**src/sec_err_pkg.sv**
```systemverilog
// Notes on behaviour
// (RULE1) Masked class: no status, message, log, pointer
// (RULE2) Mask at 130h, resets to 0000 17A8h
// (RULE3) Bits 31:14, 4, 0 reserved, read zero
// (RULE4) Mask bits 13,8,6,5,1 stored, no effect
// (RULE5) Reset masks classes 12, 10, 9, 7, 3
// (RULE6) Classes 11, 2 unmasked; zero unmasks
// (RULE7) Severity one fatal, zero nonfatal message
// (RULE8) Severity at 134h, resets to 0000 1340h
// (RULE9) Reset makes classes 12 and 9 fatal
// (RULE10) Reset makes 11,10,7,3,2 nonfatal
// (RULE11) Severity bits 13,8,6,5,1 stored, no effect
// (RULE12) Any of three resets restores defaults
// (RULE13) Software clears status by writing one
// (RULE14) Values at detection apply; no retraction
package sec_err_pkg;

    // Register geometry
    localparam int          DATA_W      = 32;
    localparam int          ADDR_W      = 12;
    localparam int          BE_W        = 4;
    localparam int          PTR_W       = 5;
    localparam int          BYTE_W      = 8;

    // Extended configuration offsets
    localparam logic [11:0] MASK_OFFSET = 12'h130;
    localparam logic [11:0] SEV_OFFSET  = 12'h134;

    // Reset values
    localparam logic [31:0] MASK_RESET  = 32'h0000_17A8;
    localparam logic [31:0] SEV_RESET   = 32'h0000_1340;

    // Storable bits: 13..5 and 3..1
    localparam logic [31:0] RW_BITS     = 32'h0000_3FEE;
    // Bits that steer reporting: 12..9, 7, 3, 2
    localparam logic [31:0] FUNC_BITS   = 32'h0000_1E8C;
    // Storage-only bits: 13, 8, 6, 5, 1
    localparam logic [31:0] UNUSED_BITS = 32'h0000_2162;

    // Error class positions
    localparam int BIT_SYSTEM_ERR   = 12;
    localparam int BIT_PARITY_SEEN  = 11;
    localparam int BIT_ADDR_PARITY  = 9;
    localparam int BIT_RESP_ABORT   = 2;

    // Configuration request
    typedef struct packed {
        logic              valid;
        logic              write;
        logic [ADDR_W-1:0] addr;
        logic [BE_W-1:0]   be;
        logic [DATA_W-1:0] wdata;
    } cfg_req_type;

    // Configuration answer
    typedef struct packed {
        logic              ack;
        logic              hit;
        logic [DATA_W-1:0] rdata;
    } cfg_rsp_type;

    // Qualified error report
    typedef struct packed {
        logic [DATA_W-1:0] status_set;
        logic              msg_fatal;
        logic              msg_nonfatal;
        logic              log_load;
        logic              first_upd;
        logic [PTR_W-1:0]  first_ptr;
    } err_report_type;

endpackage

```
**src/sec_err_ctrl.sv**
```systemverilog
// Secondary-bus error mask and severity bank
module sec_err_ctrl
    import sec_err_pkg::*;
(
    input  wire logic              clk_sys,
    input  wire logic              resetn,
    input  wire logic              pcie_reset_n,
    input  wire logic              global_reset_input,
    input  wire cfg_req_type       cfg_req,
    input  wire logic [DATA_W-1:0] err_detect,
    output cfg_rsp_type            cfg_rsp,
    output err_report_type         err_report
);

    // Mask register state
    logic [DATA_W-1:0] mask_r;
    logic [DATA_W-1:0] mask_nxt;

    // Severity register state
    logic [DATA_W-1:0] sev_r;
    logic [DATA_W-1:0] sev_nxt;

    // Answer and report flops
    cfg_rsp_type       rsp_r;
    cfg_rsp_type       rsp_nxt;
    err_report_type    report_r;

    // Combinational report from the gate
    err_report_type    report_nxt;

    // Any of the three resets clears the bank
    logic              bank_clear;

    // Address decode strobes
    logic              hit_mask;
    logic              hit_sev;
    logic              wr_mask;
    logic              wr_sev;

    // Byte-lane merge, used for both registers
    function automatic logic [DATA_W-1:0] lane_merge(
        input logic [DATA_W-1:0] old_v,
        input logic [DATA_W-1:0] new_v,
        input logic [BE_W-1:0]   be
    );
        logic [DATA_W-1:0] r;
        r = old_v;
        for (int b = 0; b < BE_W; b++) begin
            if (be[b]) begin
                r[b*BYTE_W +: BYTE_W] = new_v[b*BYTE_W +: BYTE_W];
            end
        end
        // Reserved bits never take a write
        return r & RW_BITS; // RULE3
    endfunction

    // Combined reset term
    assign bank_clear = !resetn || !pcie_reset_n
                     || global_reset_input; // RULE12

    // Decode of the two offsets
    assign hit_mask = cfg_req.valid
                   && (cfg_req.addr == MASK_OFFSET); // RULE2
    assign hit_sev  = cfg_req.valid
                   && (cfg_req.addr == SEV_OFFSET); // RULE8
    assign wr_mask  = hit_mask && cfg_req.write;
    assign wr_sev   = hit_sev && cfg_req.write;

    // Next mask value
    always_comb begin
        mask_nxt = mask_r;
        // Writing zero to a class unmasks it
        if (wr_mask) begin
            mask_nxt = lane_merge(mask_r, cfg_req.wdata,
                                  cfg_req.be); // RULE6
        end
    end

    // Next severity value
    always_comb begin
        sev_nxt = sev_r;
        // Unused bits are kept only as storage
        if (wr_sev) begin
            sev_nxt = lane_merge(sev_r, cfg_req.wdata,
                                 cfg_req.be); // RULE11
        end
    end

    // Mask register
    always_ff @(posedge clk_sys) begin
        // Defaults mask 12, 10, 9, 7, 3
        if (bank_clear) begin
            mask_r <= MASK_RESET; // RULE5 RULE6 RULE12
        end else begin
            mask_r <= mask_nxt; // RULE4
        end
    end

    // Severity register
    always_ff @(posedge clk_sys) begin
        // Defaults make 12 and 9 fatal
        if (bank_clear) begin
            sev_r <= SEV_RESET; // RULE9 RULE10 RULE12
        end else begin
            sev_r <= sev_nxt;
        end
    end

    // Answer for the configuration access
    always_comb begin
        rsp_nxt       = '0;
        rsp_nxt.ack   = cfg_req.valid;
        rsp_nxt.hit   = hit_mask || hit_sev;
        // Reads return the value before any write
        if (hit_mask && !cfg_req.write) begin
            rsp_nxt.rdata = mask_r & RW_BITS; // RULE3
        end else if (hit_sev && !cfg_req.write) begin
            rsp_nxt.rdata = sev_r & RW_BITS; // RULE3
        end
    end

    // Answer flops; every access gets one ack
    always_ff @(posedge clk_sys) begin
        if (!resetn) begin
            rsp_r <= '0;
        end else begin
            rsp_r <= rsp_nxt;
        end
    end

    // Gate uses the registers as they stand now,
    // so a write in the detect cycle does not apply
    err_class_gate u_gate (
        .detect (err_detect),
        .mask   (mask_r), // RULE14
        .sev    (sev_r),
        .report (report_nxt)
    );

    // Report flops; one-cycle pulses, never recalled
    always_ff @(posedge clk_sys) begin
        // Nothing reported across a reset
        if (bank_clear) begin
            report_r <= '0;
        end else begin
            report_r <= report_nxt; // RULE1 RULE14
        end
    end

    // Outputs straight from flops
    assign cfg_rsp    = rsp_r;
    assign err_report = report_r;
endmodule

```
**src/err_class_gate.sv**
```systemverilog
// Qualifies raw error detections against mask and severity
module err_class_gate
    import sec_err_pkg::*;
(
    input  wire logic [DATA_W-1:0] detect,
    input  wire logic [DATA_W-1:0] mask,
    input  wire logic [DATA_W-1:0] sev,
    output err_report_type         report
);

    // Per-class survivors of the mask
    logic [DATA_W-1:0] live;

    // Lowest live class wins the pointer
    function automatic logic [PTR_W-1:0] lowest_set(
        input logic [DATA_W-1:0] v
    );
        logic [PTR_W-1:0] p;
        p = '0;
        for (int k = DATA_W - 1; k >= 0; k--) begin
            if (v[k]) begin
                p = PTR_W'(k);
            end
        end
        return p;
    endfunction

    // One gate per class; storage-only bits never pass
    genvar i;
    generate
        for (i = 0; i < DATA_W; i++) begin : g_class
            // Masked class is dropped entirely
            assign live[i] = detect[i] & FUNC_BITS[i]
                           & ~mask[i]; // RULE1 RULE4
        end
    endgenerate

    // Build the report from surviving classes
    always_comb begin
        report              = '0;
        report.status_set   = live; // RULE1
        // Severity picks the message kind
        report.msg_fatal    = |(live & sev); // RULE7
        report.msg_nonfatal = |(live & ~sev); // RULE7
        report.log_load     = |live; // RULE1
        report.first_upd    = |live; // RULE1
        report.first_ptr    = lowest_set(live);
    end

endmodule

```
**config.mk**
```make
export PLATFORM = sky130hd
export DESIGN_NAME = sec_err_ctrl
export DESIGN_NICKNAME = d
export VERILOG_FILES = /design/src/sec_err_pkg.sv /design/src/sec_err_ctrl.sv /design/src/err_class_gate.sv
export SDC_FILE = /design/constraint.sdc
export NUM_CORES = 1
export LEC_CHECK = 0
export BUFFER_PORTS_ARGS = -buffer_cell sky130_fd_sc_hd__buf_2
export CORE_UTILIZATION = 44
export CTS_CLUSTER_DIAMETER = 60
export DETAILED_ROUTE_END_ITERATION = 16
export GPL_TIMING_DRIVEN = 1
export PLACE_DENSITY = 0.83
export SYNTH_ARGS = -nofsm -noshare
export SYNTH_HDL_FRONTEND = slang
export SYNTH_SLANG_ARGS = --single-unit
export TNS_END_PERCENT = 20
```
**constraint.sdc**
```tcl
create_clock -name clk_sys -period 4.32 [get_ports clk_sys]
set_input_delay 0 -clock clk_sys [delete_from_list [all_inputs] [get_ports clk_sys]]
set_output_delay 0 -clock clk_sys [all_outputs]
set_load 0.1 [all_outputs]
```
Word level (Yosys, flattened, before mapping)
Index checks and enable logic that the tools add are counted.
{"block": "word_totals", "ff_bits": 98, "in_bits": 86, "output_inout_bits": 75, "elab_cells": 71}
{"block": "op_classes", "n_eq_ne": 2, "mux": 9, "n_bitwise": 18, "reduce_logical": 24}
{"op": "32-bit OR reduction", "n": 2}
{"op": "13-bit by 32-bit AND with 32-bit output", "n": 1}
{"op": "14-bit NOT with 32-bit output", "n": 1}
{"op": "14-bit 2-to-1 mux", "n": 2}
{"op": "12-bit by 9-bit equality test with 1-bit output, second input constant", "n": 2}
{"op": "4-bit 2-to-1 mux", "n": 4}
{"op": "13-bit by 14-bit AND with 14-bit output", "n": 1}
{"op": "7-bit OR reduction", "n": 2}
{"op": "1-bit NOT", "n": 8}
{"op": "2-bit AND reduction", "n": 4}
{"op": "1-bit AND", "n": 7}
{"op": "1-bit logical AND", "n": 6}
{"op": "2-bit 2-to-1 mux", "n": 2}
{"op": "2-bit OR reduction", "n": 2}
{"op": "4-bit OR reduction", "n": 1}
{"op": "1-bit zero test", "n": 3}
{"op": "1-bit logical OR", "n": 3}
{"op": "3-bit 2-to-1 mux", "n": 1}
{"op": "3-bit OR reduction", "n": 1}

Depth between registers and ports, before layout
{"block": "logic_depth", "ltp_word": 9, "mapped_depth": 5, "ltp_nobuf": 3}

By module
Synthesis repeated with hierarchy kept, for this count alone.
{"block": "hier_totals", "hier_cells": 325, "area_unflattened_um2": 3331.9}
{"module": "sec_err_ctrl", "n_inst": 1, "cells_each": 263, "area_per_inst_um2": 2869.0, "seq_area_each_um2": 1581.5}
{"module": "err_class_gate", "n_inst": 1, "cells_each": 62, "area_per_inst_um2": 462.9, "seq_area_each_um2": 0.0}

Worst setup path before layout
OpenSTA, ideal clock, no wires.
{"block": "synth_timing", "path_type": "input port to flip-flop", "startpoint": "input port cfg_req[39] (netlist name)", "endpoint": "register mask_r[10]", "setup_ps": 72, "t_arrival_ps": 1284, "required_ps": 4248, "slack_ps": 2964, "cell_stages": 3, "n_path_buf": 0, "cell_sequence": "or4b_1 nor4_4 mux2i_1"}
{"block": "synth_via", "elab_chain_len": 4}
{"item": "start, declared", "line": "sec_err_ctrl.sv:9", "text": "input wire cfg_req_type cfg_req,"}
{"item": "12-bit by 9-bit equality test with 1-bit output", "line": "sec_err_ctrl.sv:63", "text": "&& (cfg_req.addr == MASK_OFFSET);"}
{"item": "1-bit logical AND", "line": "sec_err_ctrl.sv:63"}
{"item": "1-bit logical AND", "line": "sec_err_ctrl.sv:66", "text": "assign wr_mask = hit_mask && cfg_req.write;"}
{"item": "2-bit AND reduction (no line)"}
{"item": "end signal, assigned", "line": "sec_err_ctrl.sv:95", "text": "mask_r <= mask_nxt;"}
{"item": "end, declared", "line": "sec_err_ctrl.sv:16", "text": "logic [DATA_W-1:0] mask_r;"}
Every way passes these cells.
A chain may end at the register's enable or synchronous reset.

Worst setup path in the final report
{"block": "layout_timing", "startpoint": "input port cfg_req[49] (netlist name)", "endpoint": "register rsp_r (netlist bit cfg_rsp[13])"}
{"block": "layout_via", "elab_chain_len": 4, "elab_cells_between_ends": 6, "classes_between": "mux: 2; reduce/logical: 4"}
{"item": "1-bit logical AND", "line": "sec_err_ctrl.sv:65", "text": "&& (cfg_req.addr == SEV_OFFSET);"}
{"item": "1-bit logical AND", "line": "sec_err_ctrl.sv:117", "text": "end else if (hit_sev && !cfg_req.write) begin"}
{"item": "14-bit 2-to-1 mux", "line": "sec_err_ctrl.sv:117"}
{"item": "14-bit 2-to-1 mux (*)", "line": "sec_err_ctrl.sv:115", "text": "if (hit_mask && !cfg_req.write) begin"}
{"item": "end signal, assigned", "line": "sec_err_ctrl.sv:127", "text": "rsp_r <= rsp_nxt;"}
{"item": "end, declared", "line": "sec_err_ctrl.sv:24", "text": "cfg_rsp_type rsp_r;"}
Every way passes the cells marked *; elsewhere a longest branch is shown, timed or not.

==> flow_metrics.py <==
metrics = {
    "timing": {
        "rsz0062_at_grt": "no",
        "maxClockFrequency_mhz": 470,
        "setup_ws_ns": 2.19,
        "fin_crit_ns": 2.13,
        "worst_pin_slew_ns": 1.02,
        "maxSlewHeadroom": 0.316,
        "setup_tns_ns": 0,
        "hold_viol": 0,
        "fin_crit_sh": 0.492,
        "setup-violations-final": 0,
        "final_max_slew_viol_count": 0,
        "holdWs_ns": 0.0232,
        "fin_skew_ns": 0.00499,
    },
    "critical_path": {
        "crit_chain": "dlygate4sd3_1 -> buf_2 -> nor4b_1 -> nand4_1 -> nor3_1",
        "reg2reg_depth": 3,
        "reg2reg_to": "err_report[5]$_SDFF_PP0_",
        "crit_type": "input port to flip-flop",
        "crit_end": "cfg_rsp[13]$_SDFF_PN0_",
        "rr_startpoint": "mask_r[12]$_SDFFE_PP1P_",
        "ff2ff_setup_slack_ns": 3.12,
        "critPathMaxStageDelay_ns": 0.64,
        "critPathRequiredTime_ns": 4.52,
        "cp.arrival_ns": 2.32,
        "cpMaxStageDelayCell": "nand4_1",
        "crit_path_start_kind": "input port",
        "crit_path_end_kind": "flip-flop",
        "crit_start": "cfg_req[49]",
        "cp_max_fo": 13,
    },
    "global_route": {
        "grt_pass1_wl_um": 7870,
        "grt_max_degree": 28,
        "overflow": 0,
        "grt.total_usage": 0.172,
        "antenna_found_initial": 0,
        "grt_pass1_vias": 1706,
    },
    "final_layout": {
        "diodes": 0,
        "syn_to_final_growth_pct": 18.4,
        "final_nets": 423,
        "drive_gt1_frac": 0.229,
        "final_cell_count_no_fill": 406,
        "final_cell_area_um2": 2900,
        "utilization": 0.554,
    },
    "clocking": {
        "cts_tree": "built",
        "clockBufferDepth": 2,
        "cts_setup_buffers": 0,
        "clk_pin_slew_ns": 0.08,
        "cts_buffers": 5,
        "clock_sinks": 52,
        "root_buffer": "clkbuf_8",
        "htree_levels": 2,
        "clk_latency_ns": 0.30,
    },
    "flow_run": {
        "cap_violations": 0,
    },
    "synthesis": {
        "synth_top_family_by_area": "simple AND/OR/NAND/NOR gates",
        "synth-main-ff-cell": "dfxtp_1",
        "muxShareOfSynthArea": 0.147,
        "yosys_warnings": 0,
        "ys_seq_elements": 52,
        "synthSimpleGateAreaFrac": 0.225,
        "synth_fa_ha_area_frac": 0,
        "synth_edf_count": 0,
        "synthXorXnorAreaFrac": 0,
        "syn_avg_cell_area_um2": 9.42,
        "synth_seq_area_share": 0.425,
        "netlist_area_um2": 2450,
        "synth_compound_area_frac": 0.0399,
        "async_reset_ff_frac": 0,
        "synthCells": 260,
        "synth_cell_type_count": 35,
    },
    "worst_hold_path": {
        "min_from": "err_detect[10]",
        "hold_class": "input port to flip-flop",
    },
    "floorplan": {
        "die_h_um": 76.6,
        "io_pins": 161,
        "die_area_um2": 5870,
        "start_util": 0.468,
        "design.core.area_um2": 5240,
        "dieWidth_um": 76.6,
        "rows": 26,
    },
    "placement": {
        "dp_hpwl_um": 3610,
        "io_buffer_count": 67,
        "placed_cell_area_um2": 2650,
        "post-place-ws_ns": 2.44,
        "dp_cells": 385,
        "gp_congestion": 0.912,
    },
    "drt": {
        "drtIter0Drc": 114,
        "via_count": 1896,
        "wl_um": 4860,
        "drt_drc_violations_left": 0,
        "wl_per_cell_um": 12.0,
        "ant_nets": 0,
        "via_per_inst": 4.67,
        "first_pass_iters": 4,
    },
    "power_and_ir_drop": {
        "ir_drop_v": 0.000153,
        "power_mw": 1.05,
        "power_density_nw_per_um2": 361,
        "p_leak_nw": 1.32,
    },
    "status": {
        "status": "complete, no violations",
    },
}
state kept, by name, indices dropped and copies added, names as in the netlist:
register	cells
sev_r	12
mask_r	12
cfg_rsp	14
err_report	14
worst min path at each step:
stage / cells after the start / endpoint / slack [ns]
finish: 3 / err_report[19]$_SDFF_PP0_ / 0.02
global route: 3 / err_report[16]$_SDFF_PP0_ / 0.006
CTS: 3 / err_report[16]$_SDFF_PP0_ / 0.003
detailed placement: 2 / cfg_rsp[33]$_SDFF_PN0_ / 0.23
global placement: 2 / cfg_rsp[33]$_SDFF_PN0_ / 0.23
floorplan: 1 / cfg_rsp[1]$_SDFF_PN0_ / 0.08
logic make-up (layout without fill, tap and decap cells):
logic type | count (synthesis) | count (layout)
other | 1 | 46
DFF | 52 | 52
and+or+nand+nor | 99 | 99
AOI/OAI and AO/OA | 14 | 14
buffers and inverters | 58 | 89
muxes | 36 | 36
cells in the final DEF (no fill, tap or decap), drive strengths merged, types with 2 or more instances in the layout:
cell type,instances
nand2,23
a22oi,2
and2,3
dlygate4sd3,15
or4b,2
nor2b,7
nand2b,6
and4,2
a31oi,3
clkbuf,5
and3,2
nor4b,2
buf,67
o22ai,2
mux2i,36
dfxtp,52
a21oi,2
nor2,25
nand4,3
nor3,13
nor4,4
nand3b,3
conb,46
area by class of cell:
| class | instances | area [µm²] |
|---|---|---|
| clock buffer | 5 | 68.8 |
| tap | 70 | 87.6 |
| timing repair buffer | 82 | 485 |
| clock inverter | 1 | 30.0 |
| multi-input combinational | 195 | 1180 |
| sequential | 52 | 1040 |
| fill | 470 | 2340 |
| inverter | 1 | 3.75 |
routing by layer:
metal	share of wire	track usage
met5	0	0
met1	0.42	0.200
met3	0.070	0.0407
met2	0.49	0.291
met4	0.018	0.0885
worst max-delay path, delay by kind of cell:
| kind | cells | cell delay, ns |
|---|---|---|
| AND/OR/NAND/NOR | 3 | 1.70 |
| buffers and inverters | 2 | 0.63 |
timing repair:
| item | in CTS | in global routing |
|---|---|---|
| hold buffers | 15 | 0 |
| gates resized for setup | 0 | 0 |
| endpoints found under the hold margin | 25 | 0 |
power breakdown:
group	switching, mW	internal, mW	total (mW)
clock	0.143	0.166	0.309
sequential	0.000525	0.481	0.482
combinational	0.224	0.0336	0.257
total	0.367	0.681	1.05
cell usage after synthesis, drive strengths merged (3+ instances only):
cell type / instances / area share
nand4: 3 / 0.0077
clkbuf: 9 / 0.014
dfxtp: 52 / 0.43
nor2b: 7 / 0.018
a31oi: 3 / 0.0077
mux2i: 36 / 0.15
nand2: 23 / 0.035
nand2b: 6 / 0.015
nand3b: 3 / 0.0092
buf: 48 / 0.15
nor4: 4 / 0.022
and2: 3 / 0.0077
nor2: 25 / 0.038
nor3: 13 / 0.027
Note: power is estimated with default switching activity, not from simulation.
